### config.mk
export PLATFORM = sky130hd
export DESIGN_NAME = hlcr_top
export DESIGN_NICKNAME = d
export VERILOG_FILES = /design/src/hlcr_pkg.sv /design/src/hlcr_top.sv /design/src/hlcr_reg16.sv
export SDC_FILE = /design/constraint.sdc
export NUM_CORES = 1
export LEC_CHECK = 0
export ABC_AREA = 1
export BUFFER_PORTS_ARGS = -buffer_cell sky130_fd_sc_hd__buf_2
export CAP_MARGIN = 20
export CORE_MARGIN = 2
export CORE_UTILIZATION = 50
export CTS_CLUSTER_SIZE = 8
export DETAILED_ROUTE_END_ITERATION = 8
export GPL_TIMING_DRIVEN = 1
export PLACE_DENSITY = 0.7
export SETUP_SLACK_MARGIN = 0.1
export SLEW_MARGIN = 10
export SYNTH_ARGS = -nofsm -noshare
export SYNTH_HDL_FRONTEND = slang
export SYNTH_SLANG_ARGS = --single-unit
### constraint.sdc
create_clock -name core_clk_i -period 5.25 [get_ports core_clk_i]
set_input_delay 1.05 -clock core_clk_i [delete_from_list [all_inputs] [get_ports core_clk_i]]
set_output_delay 1.05 -clock core_clk_i [all_outputs]
set_load 0.005 [all_outputs]
### src/hlcr_pkg.sv
// Constants shared by the heating loop configuration register bank
package hlcr_pkg;

   // Register addresses
   localparam logic [15:0] HLCR_A_SRC_SEL    = 16'h0244;
   localparam logic [15:0] HLCR_A_BUS_RATE   = 16'h0245;
   localparam logic [15:0] HLCR_A_PRIORITY   = 16'h0246;
   localparam logic [15:0] HLCR_A_LO_TEMP    = 16'h0247;
   localparam logic [15:0] HLCR_A_HI_TEMP    = 16'h0248;
   localparam logic [15:0] HLCR_A_LO_PRESS   = 16'h0249;
   localparam logic [15:0] HLCR_A_HI_PRESS   = 16'h024a;
   localparam logic [15:0] HLCR_A_STEAM_SP   = 16'h024b;
   localparam logic [15:0] HLCR_A_STANDBY    = 16'h024c;
   localparam logic [15:0] HLCR_A_XL_ENABLE  = 16'h0250;
   localparam logic [15:0] HLCR_A_XL_SETPT   = 16'h0251;
   localparam logic [15:0] HLCR_A_XL_RESP    = 16'h0252;
   localparam logic [15:0] HLCR_A_XL_DELAY   = 16'h0253;
   localparam logic [15:0] HLCR_A_XL_RETRY   = 16'h0254;
   localparam logic [15:0] HLCR_A_FIRST      = 16'h0244;
   localparam logic [15:0] HLCR_A_LAST       = 16'h0254;

   // Register slots
   localparam int HLCR_NREG = 14;
   localparam int HLCR_I_SRC_SEL   = 0;
   localparam int HLCR_I_BUS_RATE  = 1;
   localparam int HLCR_I_PRIORITY  = 2;
   localparam int HLCR_I_LO_TEMP   = 3;
   localparam int HLCR_I_HI_TEMP   = 4;
   localparam int HLCR_I_LO_PRESS  = 5;
   localparam int HLCR_I_HI_PRESS  = 6;
   localparam int HLCR_I_STEAM_SP  = 7;
   localparam int HLCR_I_STANDBY   = 8;
   localparam int HLCR_I_XL_ENABLE = 9;
   localparam int HLCR_I_XL_SETPT  = 10;
   localparam int HLCR_I_XL_RESP   = 11;
   localparam int HLCR_I_XL_DELAY  = 12;
   localparam int HLCR_I_XL_RETRY  = 13;

   localparam logic [15:0] HLCR_ADDR [HLCR_NREG] = '{
      HLCR_A_SRC_SEL, HLCR_A_BUS_RATE, HLCR_A_PRIORITY, HLCR_A_LO_TEMP,
      HLCR_A_HI_TEMP, HLCR_A_LO_PRESS, HLCR_A_HI_PRESS, HLCR_A_STEAM_SP,
      HLCR_A_STANDBY, HLCR_A_XL_ENABLE, HLCR_A_XL_SETPT, HLCR_A_XL_RESP,
      HLCR_A_XL_DELAY, HLCR_A_XL_RETRY};

   // Reset values
   localparam logic [15:0] HLCR_RST_ZERO    = 16'h0000;
   localparam logic [15:0] HLCR_NOT_CONFIG  = 16'hffff;
   localparam logic [15:0] HLCR_RST [HLCR_NREG] = '{
      HLCR_RST_ZERO, HLCR_RST_ZERO, HLCR_RST_ZERO, HLCR_RST_ZERO,
      HLCR_RST_ZERO, HLCR_RST_ZERO, HLCR_RST_ZERO, HLCR_RST_ZERO,
      HLCR_RST_ZERO, HLCR_RST_ZERO, HLCR_RST_ZERO, HLCR_RST_ZERO,
      HLCR_NOT_CONFIG, HLCR_RST_ZERO};

   // Command word fields
   localparam int HLCR_RATE_MSB    = 7;
   localparam int HLCR_FMT_BIT     = 8;

   // Rate source selector codes
   localparam logic [15:0] HLCR_SRC_BUS_FRAC   = 16'h0001;
   localparam logic [15:0] HLCR_SRC_BUS_STEP   = 16'h0002;
   localparam logic [15:0] HLCR_SRC_LOOP_SENS  = 16'h0003;
   localparam logic [15:0] HLCR_SRC_LOOP_DMND  = 16'h0004;

   // Priority, enable and response codes
   localparam logic [15:0] HLCR_PRIO_LOOP      = 16'h0001;
   localparam logic [15:0] HLCR_XL_ON          = 16'h0001;
   localparam logic [15:0] HLCR_RESP_LOCKOUT   = 16'h0000;
   localparam logic [15:0] HLCR_RESP_RECYCLE   = 16'h0001;
   localparam logic [15:0] HLCR_RESP_RETRY     = 16'h0002;

   // Rate scaling, output in tenths of a percent
   localparam logic [17:0] HLCR_FULL_SCALE     = 18'h003e8;
   localparam logic [10:0] HLCR_STEP_MULT      = 11'h005;
   localparam logic [7:0]  HLCR_STEP_MAX       = 8'hc8;
   localparam int          HLCR_FRAC_SHIFT     = 8;

   // Value ranges, temperatures and pressures in tenths, delay in seconds
   localparam logic signed [15:0] HLCR_TEMP_MIN  = -16'sd400;
   localparam logic signed [15:0] HLCR_TEMP_MAX  = 16'sd1300;
   localparam logic [15:0]        HLCR_PRESS_MAX = 16'h05dc;
   localparam logic [15:0]        HLCR_DELAY_MAX = 16'hfd20;

   // Timing
   localparam longint HLCR_CLK_HZ    = 25000000;
   localparam longint HLCR_TICK_S    = 1;
   localparam int     HLCR_CYC_PER_S = int'(HLCR_CLK_HZ * HLCR_TICK_S);

   typedef enum logic [1:0] {
      HLCR_XL_IDLE = 2'b00,
      HLCR_XL_WAIT = 2'b01,
      HLCR_XL_LOCK = 2'b11
   } hlcr_xl_state_t;

endpackage

### src/hlcr_top.sv
// Heating loop configuration registers, rate decode and limit handling
// Summary of operation
// - Commanded firing rate comes from the low byte of the command word.
// - Bit 8 set means the rate byte is a fraction, clear means 0.5% steps.
// - Fraction format maps all zeros to no heat and all ones to 996 tenths, just short of max fire.
// - Step format spans 0 to 200, each unit half a percent.
// - Selector 1/2 take a bus rate, 3 and 4 current-loop modulation.
// - Selector 3 switches the burner on sensor versus setpoint hysteresis.
// - Selector 4 switches the burner directly with loop demand.
// - Priority register 0 favours the sequencer, 1 the heating loop.
// - Span water temperatures run -40 to 130 degrees in tenths.
// - Span steam pressures run 0 to 150 psi in tenths.
// - Exchanger limit enable 0 disables and 1 enables the check.
// - Exchanger limit setpoint is the trip temperature in tenths.
// - Trip response 0 locks out, 1 recycles, 2 recycles with a limit.
// - Exchanger delay is 0 to 64800 s, 0xffff means not configured.
// - Retry limit caps recycles caused by exchanger trips.
`timescale 1ns/1ps
module hlcr_top
   import hlcr_pkg::*;
#(
   parameter int CYC_PER_S = HLCR_CYC_PER_S
) (
   // Clock and reset
   input  wire logic        core_clk_i,
   input  wire logic        rst_i,
   // Register access port
   input  wire logic [15:0] reg_addr_i,
   input  wire logic        reg_wr_i,
   input  wire logic        reg_rd_i,
   input  wire logic [15:0] reg_wdata_i,
   output logic      [15:0] reg_rdata_o,
   output logic             reg_ack_o,
   output logic             reg_err_o,
   // Sequencer command
   input  wire logic [15:0] seq_cmd_word_i,
   output logic      [9:0]  seq_rate_o,
   output logic             seq_rate_bad_o,
   // Heating loop
   input  wire logic [9:0]  current_loop_rate_i,
   input  wire logic [15:0] loop_temp_i,
   input  wire logic [15:0] loop_setpoint_i,
   input  wire logic [15:0] loop_hyst_on_i,
   input  wire logic [15:0] loop_hyst_off_i,
   input  wire logic        heating_loop_demand_i,
   output logic      [9:0]  loop_rate_o,
   output logic             loop_rate_bus_o,
   output logic             loop_burner_on_o,
   output logic             loop_has_priority_o,
   output logic             span_cfg_bad_o,
   // Heat exchanger limit
   input  wire logic [15:0] exch_temp_i,
   input  wire logic        lockout_reset_i,
   output logic             exch_trip_o,
   output logic             exch_waiting_o,
   output logic             exch_lockout_o,
   output logic      [15:0] exch_retry_count_o
);

   logic [15:0] regs [HLCR_NREG];
   logic [HLCR_NREG-1:0] hit;

   // Register cells
   genvar gi;
   generate
      for (gi = 0; gi < HLCR_NREG; gi = gi + 1) begin : g_reg
         assign hit[gi] = (reg_addr_i == HLCR_ADDR[gi]);
         hlcr_reg16 #(.RST_VAL(HLCR_RST[gi])) u_reg (
            .core_clk_i (core_clk_i),
            .rst_i      (rst_i),
            .load_i     (reg_wr_i & hit[gi]),
            .d_i        (reg_wdata_i),
            .q_o        (regs[gi])
         );
      end
   endgenerate

   // Read path
   logic [15:0] rdata_ff;
   logic        ack_ff;
   logic        err_ff;
   logic [15:0] nxt_rdata;
   logic        nxt_ack;
   logic        nxt_err;
   logic        in_range;

   always_comb begin
      in_range  = (reg_addr_i >= HLCR_A_FIRST) && (reg_addr_i <= HLCR_A_LAST);
      nxt_ack   = (reg_rd_i | reg_wr_i) & in_range;
      nxt_err   = (reg_rd_i | reg_wr_i) & ~in_range;
      nxt_rdata = rdata_ff;
      if (reg_rd_i) begin
         nxt_rdata = 16'h0000;
         for (int i = 0; i < HLCR_NREG; i++) begin
            if (hit[i]) begin
               nxt_rdata = regs[i];
            end
         end
      end
   end

   always_ff @(posedge core_clk_i) begin
      if (rst_i) begin
         rdata_ff <= 16'h0000;
         ack_ff   <= 1'b0;
         err_ff   <= 1'b0;
      end else begin
         rdata_ff <= nxt_rdata;
         ack_ff   <= nxt_ack;
         err_ff   <= nxt_err;
      end
   end

   assign reg_rdata_o = rdata_ff;
   assign reg_ack_o   = ack_ff;
   assign reg_err_o   = err_ff;

   // Rate byte to tenths of a percent
   function automatic logic [9:0] rate_tenths(input logic [7:0] b,
                                              input logic frac);
      logic [17:0] f;
      logic [10:0] s;
      f = 18'(b) * HLCR_FULL_SCALE;
      s = 11'(b) * HLCR_STEP_MULT;
      if (frac) begin
         rate_tenths = f[17:HLCR_FRAC_SHIFT];
      end else if (b > HLCR_STEP_MAX) begin
         rate_tenths = 10'(HLCR_FULL_SCALE);
      end else begin
         rate_tenths = s[9:0];
      end
   endfunction

   // Rate decode group
   logic [9:0]  seq_rate_ff;
   logic        seq_bad_ff;
   logic [9:0]  loop_rate_ff;
   logic        loop_bus_ff;
   logic        prio_ff;
   logic        span_bad_ff;
   logic [9:0]  nxt_seq_rate;
   logic        nxt_seq_bad;
   logic [9:0]  nxt_loop_rate;
   logic        nxt_loop_bus;
   logic        nxt_prio;
   logic        nxt_span_bad;
   logic [15:0] src;

   always_comb begin
      src = regs[HLCR_I_SRC_SEL];
      nxt_seq_rate = rate_tenths(seq_cmd_word_i[HLCR_RATE_MSB:0],
                                 seq_cmd_word_i[HLCR_FMT_BIT]);
      nxt_seq_bad  = ~seq_cmd_word_i[HLCR_FMT_BIT] &&
                     (seq_cmd_word_i[HLCR_RATE_MSB:0] > HLCR_STEP_MAX);
      // Bus rate only for bus sources
      nxt_loop_bus  = (src == HLCR_SRC_BUS_FRAC) ||
                      (src == HLCR_SRC_BUS_STEP);
      if (nxt_loop_bus) begin
         nxt_loop_rate = rate_tenths(regs[HLCR_I_BUS_RATE][HLCR_RATE_MSB:0],
                                     src == HLCR_SRC_BUS_FRAC);
      end else begin
         nxt_loop_rate = current_loop_rate_i;
      end
      nxt_prio = (regs[HLCR_I_PRIORITY] == HLCR_PRIO_LOOP);
      nxt_span_bad =
         ($signed(regs[HLCR_I_LO_TEMP]) < HLCR_TEMP_MIN) ||
         ($signed(regs[HLCR_I_LO_TEMP]) > HLCR_TEMP_MAX) ||
         ($signed(regs[HLCR_I_HI_TEMP]) < HLCR_TEMP_MIN) ||
         ($signed(regs[HLCR_I_HI_TEMP]) > HLCR_TEMP_MAX) ||
         (regs[HLCR_I_LO_PRESS] > HLCR_PRESS_MAX) ||
         (regs[HLCR_I_HI_PRESS] > HLCR_PRESS_MAX);
   end

   always_ff @(posedge core_clk_i) begin
      if (rst_i) begin
         seq_rate_ff  <= 10'h000;
         seq_bad_ff   <= 1'b0;
         loop_rate_ff <= 10'h000;
         loop_bus_ff  <= 1'b0;
         prio_ff      <= 1'b0;
         span_bad_ff  <= 1'b0;
      end else begin
         seq_rate_ff  <= nxt_seq_rate;
         seq_bad_ff   <= nxt_seq_bad;
         loop_rate_ff <= nxt_loop_rate;
         loop_bus_ff  <= nxt_loop_bus;
         prio_ff      <= nxt_prio;
         span_bad_ff  <= nxt_span_bad;
      end
   end

   assign seq_rate_o          = seq_rate_ff;
   assign seq_rate_bad_o      = seq_bad_ff;
   assign loop_rate_o         = loop_rate_ff;
   assign loop_rate_bus_o     = loop_bus_ff;
   assign loop_has_priority_o = prio_ff;
   assign span_cfg_bad_o      = span_bad_ff;

   // Exchanger limit group
   hlcr_xl_state_t xl_ff;
   hlcr_xl_state_t nxt_xl;
   logic [31:0]    tick_cnt_ff;
   logic [31:0]    nxt_tick_cnt;
   logic [15:0]    delay_ff;
   logic [15:0]    nxt_delay;
   logic [15:0]    retry_ff;
   logic [15:0]    nxt_retry;
   logic           trip_ff;
   logic           nxt_trip;
   logic           trip_now;
   logic           sec_tick;
   logic [15:0]    resp;
   logic [15:0]    dly;

   always_comb begin
      resp = regs[HLCR_I_XL_RESP];
      dly  = regs[HLCR_I_XL_DELAY];
      trip_now = (regs[HLCR_I_XL_ENABLE] == HLCR_XL_ON) &&
                 ($signed(exch_temp_i) >= $signed(regs[HLCR_I_XL_SETPT]));
      nxt_trip     = trip_now;
      sec_tick     = (tick_cnt_ff == 32'(CYC_PER_S - 1));
      nxt_tick_cnt = sec_tick ? 32'h0 : tick_cnt_ff + 32'h1;
      nxt_xl       = xl_ff;
      nxt_delay    = delay_ff;
      nxt_retry    = retry_ff;
      case (xl_ff)
         HLCR_XL_IDLE: begin
            nxt_tick_cnt = 32'h0;
            if (trip_now) begin
               if (resp == HLCR_RESP_RECYCLE && dly != HLCR_NOT_CONFIG &&
                   dly <= HLCR_DELAY_MAX) begin
                  nxt_xl    = HLCR_XL_WAIT;
                  nxt_delay = dly;
               end else if (resp == HLCR_RESP_RETRY &&
                            dly != HLCR_NOT_CONFIG &&
                            dly <= HLCR_DELAY_MAX &&
                            retry_ff < regs[HLCR_I_XL_RETRY]) begin
                  nxt_xl    = HLCR_XL_WAIT;
                  nxt_delay = dly;
                  nxt_retry = retry_ff + 16'h0001;
               end else begin
                  nxt_xl = HLCR_XL_LOCK;
               end
            end
         end
         HLCR_XL_WAIT: begin
            if (delay_ff == 16'h0000) begin
               nxt_xl = HLCR_XL_IDLE;
            end else if (sec_tick) begin
               nxt_delay = delay_ff - 16'h0001;
            end
         end
         HLCR_XL_LOCK: begin
            nxt_tick_cnt = 32'h0;
            if (lockout_reset_i) begin
               nxt_xl    = HLCR_XL_IDLE;
               nxt_retry = 16'h0000;
            end
         end
         default: begin
            nxt_xl = HLCR_XL_LOCK;
         end
      endcase
   end

   always_ff @(posedge core_clk_i) begin
      if (rst_i) begin
         xl_ff       <= HLCR_XL_IDLE;
         tick_cnt_ff <= 32'h0;
         delay_ff    <= 16'h0000;
         retry_ff    <= 16'h0000;
         trip_ff     <= 1'b0;
      end else begin
         xl_ff       <= nxt_xl;
         tick_cnt_ff <= nxt_tick_cnt;
         delay_ff    <= nxt_delay;
         retry_ff    <= nxt_retry;
         trip_ff     <= nxt_trip;
      end
   end

   assign exch_trip_o        = trip_ff;
   assign exch_waiting_o     = (xl_ff == HLCR_XL_WAIT);
   assign exch_lockout_o     = (xl_ff == HLCR_XL_LOCK);
   assign exch_retry_count_o = retry_ff;

   // Burner switching group
   logic               burner_ff;
   logic               nxt_burner;
   logic               sens_on_ff;
   logic               nxt_sens_on;
   logic signed [17:0] t;
   logic signed [17:0] on_lvl;
   logic signed [17:0] off_lvl;
   logic               permit;

   always_comb begin
      t       = 18'(signed'(loop_temp_i));
      on_lvl  = 18'(signed'(loop_setpoint_i)) - 18'(loop_hyst_on_i);
      off_lvl = 18'(signed'(loop_setpoint_i)) + 18'(loop_hyst_off_i);
      nxt_sens_on = sens_on_ff;
      if (t <= on_lvl) begin
         nxt_sens_on = 1'b1;
      end else if (t >= off_lvl) begin
         nxt_sens_on = 1'b0;
      end
      permit = (xl_ff == HLCR_XL_IDLE) && !trip_now;
      if (src == HLCR_SRC_LOOP_DMND) begin
         nxt_burner = heating_loop_demand_i && permit;
      end else begin
         nxt_burner = heating_loop_demand_i && nxt_sens_on && permit;
      end
   end

   always_ff @(posedge core_clk_i) begin
      if (rst_i) begin
         burner_ff  <= 1'b0;
         sens_on_ff <= 1'b0;
      end else begin
         burner_ff  <= nxt_burner;
         sens_on_ff <= nxt_sens_on;
      end
   end

   assign loop_burner_on_o = burner_ff;

endmodule // hlcr_top

### src/hlcr_reg16.sv
// One 16-bit configuration register with load strobe
`timescale 1ns/1ps
module hlcr_reg16 #(
   parameter logic [15:0] RST_VAL = 16'h0000
) (
   // Clock and reset
   input  wire logic        core_clk_i,
   input  wire logic        rst_i,
   // Load port
   input  wire logic        load_i,
   input  wire logic [15:0] d_i,
   // Stored value
   output logic      [15:0] q_o
);

   logic [15:0] val_ff;
   logic [15:0] nxt_val;

   always_comb begin
      nxt_val = load_i ? d_i : val_ff;
   end

   always_ff @(posedge core_clk_i) begin
      if (rst_i) begin
         val_ff <= RST_VAL;
      end else begin
         val_ff <= nxt_val;
      end
   end

   assign q_o = val_ff;

endmodule // hlcr_reg16

==> impl_metrics.prom, run 1 <==
# TYPE chip_impl_metric gauge
chip_impl_metric{name="final_hpwl_dp",unit="um"} 51800
chip_impl_metric{name="h-tree-depth",unit=""} 2
chip_impl_info{name="crit_type",value="primary input to flop"} 1
chip_impl_metric{name="drv_cap",unit=""} 0
chip_impl_info{name="cp-end-kind",value="flop"} 1
chip_impl_metric{name="power-per-cell-area",unit="nW/um^2"} 267
chip_impl_info{name="worst_min_delay_path_startpoint",value="g_reg[2].u_reg.q_o[3]$_SDFFE_PP0P_"} 1
chip_impl_info{name="cts_root_buffer",value="sky130_fd_sc_hd__clkbuf_16"} 1
chip_impl_metric{name="drive_gt1_frac",unit=""} 0.0970
chip_impl_metric{name="gr-usage-all-layers",unit=""} 0.296
chip_impl_metric{name="synth_largest_type_area_fraction",unit=""} 0.304
chip_impl_metric{name="cts_inserted_buffers",unit=""} 47
chip_impl_info{name="outcome",value="complete, no violations"} 1
chip_impl_metric{name="post_cts_buffers",unit=""} 0
chip_impl_metric{name="postCtsHoldBufs",unit=""} 0
chip_impl_metric{name="drc_viols",unit=""} 0
chip_impl_metric{name="clock-skew-final",unit="ns"} 0.0260
chip_impl_metric{name="cp.required",unit="ns"} 5.75
chip_impl_metric{name="timing.final.hold_violations",unit=""} 0
chip_impl_metric{name="floorplan.die.height",unit="um"} 214
chip_impl_metric{name="number_of_flops_mapped_to_enable_cells_by_yosys",unit=""} 0
chip_impl_metric{name="clkTransAtPathRegs",unit="ns"} 0.05
chip_impl_info{name="rr_startpoint",value="g_reg[1].u_reg.q_o[2]$_SDFFE_PP0P_"} 1
chip_impl_info{name="synth_largest_area_cell",value="sky130_fd_sc_hd__dfxtp_1"} 1
chip_impl_metric{name="finalCritPeriodShare",unit=""} 0.834
chip_impl_metric{name="number_of_gates_given_a_new_drive_strength_after_cts",unit=""} 0
chip_impl_metric{name="syn_avg_cell_area",unit="um^2"} 7.09
chip_impl_metric{name="core",unit="um^2"} 43300
chip_impl_info{name="critical-path-top-cell-by-count",value="sky130_fd_sc_hd__nand2_1"} 1
chip_impl_info{name="critPathSlowestCell",value="sky130_fd_sc_hd__fa_1"} 1
chip_impl_metric{name="max_freq",unit="GHz"} 0.228
chip_impl_metric{name="finalSetupViolations",unit=""} 0
chip_impl_metric{name="avgViaCountPerCell",unit=""} 5.68
chip_impl_metric{name="leakagePower",unit="nW"} 11.0
chip_impl_metric{name="via_count_of_the_first_global_routing_pass",unit=""} 20700
chip_impl_metric{name="whs_path_depth",unit=""} 1
chip_impl_metric{name="num_io_pins",unit=""} 206
chip_impl_metric{name="grt_first_pass_wirelength",unit="um"} 110000
chip_impl_metric{name="layout.nets",unit=""} 3653
chip_impl_metric{name="synth-async-reset-ratio",unit=""} 0
chip_impl_metric{name="irDropWorstVdd",unit="mV"} 0.294
chip_impl_metric{name="postLayoutCoreUtil",unit=""} 0.570
chip_impl_metric{name="syn_inst",unit=""} 3112
chip_impl_metric{name="critPathMaxStageDelay",unit="ns"} 0.58
chip_impl_metric{name="slew_headroom",unit=""} 0.217
chip_impl_info{name="grt_setup_unrepaired",value="false"} 1
chip_impl_metric{name="final.fill_count",unit=""} 4119
chip_impl_metric{name="synth-seq-area-share",unit=""} 0.304
chip_impl_info{name="final_common_cell",value="sky130_fd_sc_hd__nand2_1"} 1
chip_impl_metric{name="synth_cell_type_count",unit=""} 49
chip_impl_info{name="grt.busiest_layer",value="met2"} 1
chip_impl_metric{name="rr_worst_depth",unit=""} 15
chip_impl_metric{name="start_util",unit=""} 0.510
chip_impl_info{name="layout.cells.most_common_list",value="556 x sky130_fd_sc_hd__nand2_1, 396 x sky130_fd_sc_hd__inv_1, 373 x sky130_fd_sc_hd__a21oi_1"} 1
chip_impl_metric{name="wirelength",unit="um"} 69500
chip_impl_metric{name="dpl.cell_count",unit=""} 3792
chip_impl_info{name="synth_top_cells_by_area",value="sky130_fd_sc_hd__dfxtp_1 30%, sky130_fd_sc_hd__ha_1 12%, sky130_fd_sc_hd__nand2_1 9.5%"} 1
chip_impl_metric{name="clock_sink_count",unit=""} 335
chip_impl_metric{name="routed_wire_length_per_instance",unit="um"} 18.1
chip_impl_metric{name="detail_route.iter0.violations",unit=""} 1927
chip_impl_metric{name="dr_total_vias",unit=""} 21800
chip_impl_metric{name="rows",unit=""} 76
chip_impl_metric{name="gp_congestion",unit=""} 0.966
chip_impl_metric{name="clk_path_buf_depth",unit=""} 3
chip_impl_info{name="critical_path.cell_chain",value="buf_2 > fa_1 > fa_1 > fa_1 > fa_1 > ha_1 > a21oi_1 > nor2_1 > a211oi_1 > nand2_1 > a21o_1 > nand2_1 > nand2_1 > nand2_1 > nand2_1 > or2_2 > a21oi_1"} 1
chip_impl_info{name="start_kind",value="primary input"} 1
chip_impl_metric{name="detail_route.first_pass.iterations",unit=""} 6
chip_impl_info{name="worst_r2r_endpoint",value="loop_rate_o[5]$_SDFF_PP0_"} 1
chip_impl_metric{name="grt_start_max_net_pins",unit=""} 86
chip_impl_metric{name="grt_util_met2",unit=""} 0.486
chip_impl_metric{name="overflow",unit=""} 0
chip_impl_metric{name="yosysWarningCount",unit=""} 0
chip_impl_metric{name="instances_no_fill",unit=""} 3844
chip_impl_metric{name="yosys_register_bits",unit=""} 335
chip_impl_metric{name="reg2reg_setup_slack",unit="ns"} 0.88
chip_impl_metric{name="area_of_the_mapped_netlist",unit="um^2"} 22100
chip_impl_metric{name="die_w",unit="um"} 214
chip_impl_metric{name="globalRouteMet1Util",unit=""} 0.389
chip_impl_metric{name="hold_slack",unit="ns"} 0.443
chip_impl_metric{name="die_area",unit="um^2"} 45800
chip_impl_metric{name="period_needed",unit="ns"} 4.38
chip_impl_info{name="cts_tree",value="built"} 1
chip_impl_metric{name="synthToLayoutAreaGrowth",unit="%"} 11.9
chip_impl_metric{name="number_of_max_slew_violations_in_the_final_report",unit=""} 0
chip_impl_metric{name="cp_data_arrival_time",unit="ns"} 4.88
chip_impl_metric{name="setup_total_negative_slack",unit="ns"} 0
chip_impl_metric{name="antenna_violations_before_repair",unit=""} 0
chip_impl_info{name="worst_min_delay_path_endpoint",value="loop_has_priority_o$_SDFF_PP0_"} 1
chip_impl_metric{name="clock_insertion_delay_worst_skew",unit="ns"} 0.58
chip_impl_metric{name="global_route.usage.met3",unit=""} 0.0435
chip_impl_metric{name="timing.critical_path.fanout_max",unit=""} 8
chip_impl_metric{name="number_of_input_and_output_port_buffers_inserted",unit=""} 198
chip_impl_metric{name="synth_nets",unit=""} 3508
chip_impl_info{name="worst_hold_path_type",value="flop to flop"} 1
chip_impl_metric{name="antenna_violating_nets_remaining",unit=""} 0
chip_impl_metric{name="tightestPinTransition",unit="ns"} 1.17
chip_impl_metric{name="finalPower",unit="mW"} 6.58
chip_impl_info{name="postSynth.topFlopCell",value="sky130_fd_sc_hd__dfxtp_1"} 1
cell type report:
class	count	area [um^2]	share of cell area
Multi-Input combinational cell	2252	13300	0.541
Tap cell	585	732	0.0297
Clock buffer	48	1180	0.0478
Inverter	407	1530	0.0620
Antenna cell	1	2.50	0.000101
Clock inverter	2	32.5	0.00132
Sequential cell	335	6710	0.272
Timing Repair Buffer	214	1140	0.0461
worst max path at each step:
stage | startpoint | endpoint | slack [ns] | cells past startpoint
2_1_floorplan | seq_cmd_word_i[1] | seq_rate_o[9]$_SDFF_PP0_ | 0.70 | 16
3_3_place_gp | seq_cmd_word_i[2] | seq_rate_o[9]$_SDFF_PP0_ | 0.29 | 17
3_5_place_dp | seq_cmd_word_i[2] | seq_rate_o[9]$_SDFF_PP0_ | 0.28 | 17
4_1_cts | seq_cmd_word_i[2] | seq_rate_o[9]$_SDFF_PP0_ | 0.87 | 17
5_1_grt | loop_setpoint_i[0] | loop_burner_on_o$_SDFF_PP0_ | 0.56 | 25
6_report | seq_cmd_word_i[2] | seq_rate_o[9]$_SDFF_PP0_ | 0.87 | 17
kinds of logic after synthesis:
| kind of cell | after synthesis | share of synthesized area |
|---|---|---|
| adder cells (fa/ha/maj) | 252 | 0.159 |
| buffers and inverters | 525 | 0.0912 |
| AO/OA/AOI/OAI | 703 | 0.172 |
| AND/OR/NAND/NOR | 1227 | 0.246 |
| XOR/XNOR | 70 | 0.0278 |
| flip-flops | 335 | 0.304 |
power by group:
group	switching (mW)	leakage, nW	total, mW	internal [mW]
Clock	1.10	0.594	2.66	1.57
Sequential	0.0197	2.70	2.61	2.59
Combinational	0.831	7.74	1.30	0.468
Total	1.95	11.0	6.58	4.63
flip-flops by register name, summed over array words and instances (netlist names), 2 cells and up:
name and flops:
seq_rate_o 10, delay_ff 16, tick_cnt_ff 32, xl_ff 2
reg_rdata_o 16, g.u_reg.q_o 224, exch_retry_count_o 16, loop_rate_o 10
layer usage:
metal,routed length [um],vias to the layer above
met2,31600,860
met1,29600,10200
li1,-,10600
met3,5300,183
met4,2930,0
met5,0,-
cell usage after synthesis, drive strengths merged (6+ instances only):
library cell,instances
nand2,563
inv,404
a21oi,373
dfxtp,335
nor2,316
o21ai,223
ha,206
nand3,160
clkbuf,99
nand4,75
nor3,64
fa,46
xor2,44
o211ai,29
nor4,28
xnor2,26
a211oi,23
buf,19
a31oi,12
o21bai,11
or2,9
nor3b,8
o2111ai,7
o21a,7
a21o,6
stage by stage:
step                worst slack (ns)  cell area, um^2
floorplan                      0.698            22100
global route                   0.562            24700
CTS                            0.868            24600
detailed placement             0.275            23400
global placement               0.293            23400
finish                         0.870            24700
worst max-delay path: cells and delay by family:
family | cells | cell delay (ns)
AO/OA/AOI/OAI | 4 | 0.65
adder cells (fa/ha/maj) | 5 | 2.26
buffers and inverters | 1 | 0.23
AND/OR/NAND/NOR | 7 | 0.68
Power figures use the tool's default switching activity.
==> run 2, diff against run 1 <==
Clock period 5.25 ns to 4.6 ns, I/O delays scaled along.
==> run 2 against run 1 <==
Effect of this change: clock skew fell by 0.0049 ns; total power rose by 16%; sequential power rose by 14%; critical path depth fell by 2; global-route usage fell by 0.14 points; core utilization rose by 0.66 points; worst setup slack got worse by 0.43 ns; hold slack improved by 0.0085 ns; wire length fell by 0.91%; first-iteration DRC count rose by 5.9%; sequential cell count did not move; sequential share of layout area fell by 0.30 points; critical endpoint is now loop_rate_o[5]$_SDFF_PP0_.
==> impl_metrics.prom, run 2 (synthesis gave the netlist of run 1 again) <==
# TYPE chip_impl_metric gauge
chip_impl_metric{name="clock_insertion_delay_worst_skew",unit="ns"} 0.58
chip_impl_info{name="grt_setup_unrepaired",value="false"} 1
chip_impl_info{name="worst_hold_path_type",value="flop to flop"} 1
chip_impl_info{name="crit_type",value="flop to flop"} 1
chip_impl_metric{name="portion_of_total_power_attributed_to_combinational_logic",unit=""} 0.208
chip_impl_metric{name="floorplan.die.height",unit="um"} 214
chip_impl_info{name="cts_tree",value="built"} 1
chip_impl_metric{name="finalPower",unit="mW"} 7.66
chip_impl_metric{name="antenna_violations_before_repair",unit=""} 0
chip_impl_metric{name="netSwitchingFraction",unit=""} 0.294
chip_impl_info{name="cp-end-kind",value="flop"} 1
chip_impl_metric{name="net_switching_power_of_the_design",unit="mW"} 2.25
chip_impl_metric{name="cp.required",unit="ns"} 5.02
chip_impl_metric{name="power_report.internal_total",unit="mW"} 5.41
chip_impl_metric{name="drc_viols",unit=""} 0
chip_impl_metric{name="finalSetupViolations",unit=""} 0
chip_impl_metric{name="slew_headroom",unit=""} 0.359
chip_impl_metric{name="leakagePower",unit="nW"} 11.2
chip_impl_metric{name="dpl.cell_count",unit=""} 3828
chip_impl_metric{name="gr-usage-all-layers",unit=""} 0.295
chip_impl_info{name="layout.cells.most_common_list",value="556 x sky130_fd_sc_hd__nand2_1, 396 x sky130_fd_sc_hd__inv_1, 373 x sky130_fd_sc_hd__a21oi_1"} 1
chip_impl_metric{name="num_io_pins",unit=""} 206
chip_impl_metric{name="post_cts_buffers",unit=""} 0
chip_impl_metric{name="power-per-cell-area",unit="nW/um^2"} 307
chip_impl_metric{name="via_count_of_the_first_global_routing_pass",unit=""} 20800
chip_impl_metric{name="die_w",unit="um"} 214
chip_impl_metric{name="overflow",unit=""} 0
chip_impl_metric{name="grt_first_pass_wirelength",unit="um"} 109000
chip_impl_metric{name="routed_wire_length_per_instance",unit="um"} 17.7
chip_impl_metric{name="number_of_max_slew_violations_in_the_final_report",unit=""} 0
chip_impl_metric{name="detail_route.iter0.violations",unit=""} 2040
chip_impl_metric{name="h-tree-depth",unit=""} 2
chip_impl_metric{name="layout.nets",unit=""} 3689
chip_impl_metric{name="drive_gt1_frac",unit=""} 0.108
chip_impl_metric{name="period_needed",unit="ns"} 4.16
chip_impl_info{name="final_common_cell",value="sky130_fd_sc_hd__nand2_1"} 1
chip_impl_metric{name="tightestPinTransition",unit="ns"} 0.954
chip_impl_metric{name="drv_cap",unit=""} 0
chip_impl_metric{name="avgViaCountPerCell",unit=""} 5.62
chip_impl_metric{name="antenna_cells_inserted",unit=""} 0
chip_impl_metric{name="antenna_violating_nets_remaining",unit=""} 0
chip_impl_info{name="start_kind",value="flop"} 1
chip_impl_metric{name="clkTransAtPathRegs",unit="ns"} 0.05
chip_impl_metric{name="clock-skew-final",unit="ns"} 0.0211
chip_impl_metric{name="cts_inserted_buffers",unit=""} 47
chip_impl_info{name="cts_root_buffer",value="sky130_fd_sc_hd__clkbuf_16"} 1
chip_impl_metric{name="synthToLayoutAreaGrowth",unit="%"} 13.2
chip_impl_metric{name="share_clk_of_total_power",unit=""} 0.402
chip_impl_metric{name="start_util",unit=""} 0.510
chip_impl_metric{name="timing.critical_path.fanout_max",unit=""} 6
chip_impl_metric{name="die_area",unit="um^2"} 45800
chip_impl_metric{name="grt_start_max_net_pins",unit=""} 81
chip_impl_metric{name="max_freq",unit="GHz"} 0.240
chip_impl_info{name="outcome",value="complete, no violations"} 1
chip_impl_metric{name="detail_route.first_pass.iterations",unit=""} 6
chip_impl_metric{name="wirelength",unit="um"} 68900
chip_impl_metric{name="final.fill_count",unit=""} 4061
chip_impl_metric{name="core",unit="um^2"} 43300
chip_impl_metric{name="irDropWorstVdd",unit="mV"} 0.243
chip_impl_metric{name="cp_data_arrival_time",unit="ns"} 4.58
chip_impl_metric{name="finalCritPeriodShare",unit=""} 0.904
chip_impl_metric{name="gp_congestion",unit=""} 0.979
chip_impl_metric{name="rows",unit=""} 76
chip_impl_metric{name="final_hpwl_dp",unit="um"} 51800
chip_impl_metric{name="dr_total_vias",unit=""} 21800
chip_impl_metric{name="clock_sink_count",unit=""} 335
chip_impl_metric{name="instances_no_fill",unit=""} 3880
chip_impl_metric{name="timing.final.hold_violations",unit=""} 0
chip_impl_metric{name="largest_register_ffs",unit=""} 224
chip_impl_metric{name="sequentialPowerShare",unit=""} 0.389
chip_impl_metric{name="setup_slack",unit="ns"} 0.441
chip_impl_metric{name="post_place_setup_slack",unit="ns"} -0.110
chip_impl_metric{name="clk_path_buf_depth",unit=""} 3
chip_impl_metric{name="number_of_input_and_output_port_buffers_inserted",unit=""} 198
-- run 2: changes by cell type in the layout (fill, tap and decap cells not counted) --
cell	before	now
sky130_fd_sc_hd__buf_4	14	51
sky130_fd_sc_hd__clkinv_8	2	1
sky130_fd_sc_hd__dfxtp_2	0	2
sky130_fd_sc_hd__clkbuf_16	47	48
sky130_fd_sc_hd__dfxtp_1	335	333
sky130_fd_sc_hd__buf_6	1	0
sky130_fd_sc_hd__inv_6	0	1
sky130_fd_sc_hd__diode_2	1	0
-- run 2: cell type report --
type | count | area (um^2) | area share
multi-input cells | 2252 | 13300 | 0.535
flip-flops and latches | 335 | 6710 | 0.269
inverters | 407 | 1530 | 0.0613
repair buffers | 250 | 1400 | 0.0563
clock buffers | 49 | 1200 | 0.0483
well taps | 585 | 732 | 0.0293
clock inverters | 2 | 25.0 | 0.00100
-- run 2: what timing repair did --
item,CTS,global route
setup endpoints to repair,0,1
gates resized for setup,0,2
hold buffers,0,0
-- run 2: critical path: stages (launching register included) --
cell and delay (ns):
sky130_fd_sc_hd__dfxtp_1 0.41, sky130_fd_sc_hd__fa_1 0.61, sky130_fd_sc_hd__inv_1 0.07, sky130_fd_sc_hd__fa_1 0.50, sky130_fd_sc_hd__fa_1 0.53, sky130_fd_sc_hd__inv_1 0.06, sky130_fd_sc_hd__fa_1 0.45, sky130_fd_sc_hd__ha_1 0.35
sky130_fd_sc_hd__a21oi_1 0.09, sky130_fd_sc_hd__o21ai_0 0.23, sky130_fd_sc_hd__a21oi_1 0.08, sky130_fd_sc_hd__or2_2 0.30, sky130_fd_sc_hd__nand3_1 0.07, sky130_fd_sc_hd__nand3_1 0.09, sky130_fd_sc_hd__o211ai_1 0.11, sky130_fd_sc_hd__a21oi_1 0.09
-- run 2: power groups by stage --
stage	Combinational [mW]	Clock [mW]	Sequential (mW)
6_report	1.59	3.08	2.98
5_1_grt	1.81	3.25	2.98
4_1_cts	1.59	3.12	2.98
3_5_place_dp	1.58	0	3.04
3_3_place_gp	1.55	0	3.04
2_1_floorplan	1.02	0	3.04
-- run 2: final timing paths --
| kind | startpoint | to | slack (ns) | cells after the start |
|---|---|---|---|---|
| max reg2reg | g_reg[1].u_reg.q_o[0]$_SDFFE_PP0P_ | loop_rate_o[5]$_SDFF_PP0_ | 0.44 | 15 |
| min | tick_cnt_ff[0]$_SDFF_PP0_ | tick_cnt_ff[0]$_SDFF_PP0_ | 0.45 | 1 |
| min reg2reg | tick_cnt_ff[0]$_SDFF_PP0_ | tick_cnt_ff[0]$_SDFF_PP0_ | 0.45 | 1 |
| max | g_reg[1].u_reg.q_o[0]$_SDFFE_PP0P_ | loop_rate_o[5]$_SDFF_PP0_ | 0.44 | 15 |
-- run 2: per-layer routing --
metal	vias up	track usage	wire length [um]
li1	10700	-	-
met1	10000	0.385	29200
met2	892	0.475	31000
met3	192	0.0493	5420
met4	0	0.141	3180
met5	-	0	0
-- run 2: metrics by stage --
stage | area [um^2] | setup TNS [ns] | utilization | hold WS, ns
3_5_place_dp | 23700 | -0.115 | 0.548 | 0.443
4_1_cts | 24900 | 0 | 0.576 | 0.451
6_report | 25000 | 0 | 0.577 | 0.451
3_3_place_gp | 23700 | -0.113 | 0.548 | 0.429
5_1_grt | 25000 | 0 | 0.577 | 0.466
2_1_floorplan | 22100 | 0 | - | 0.397
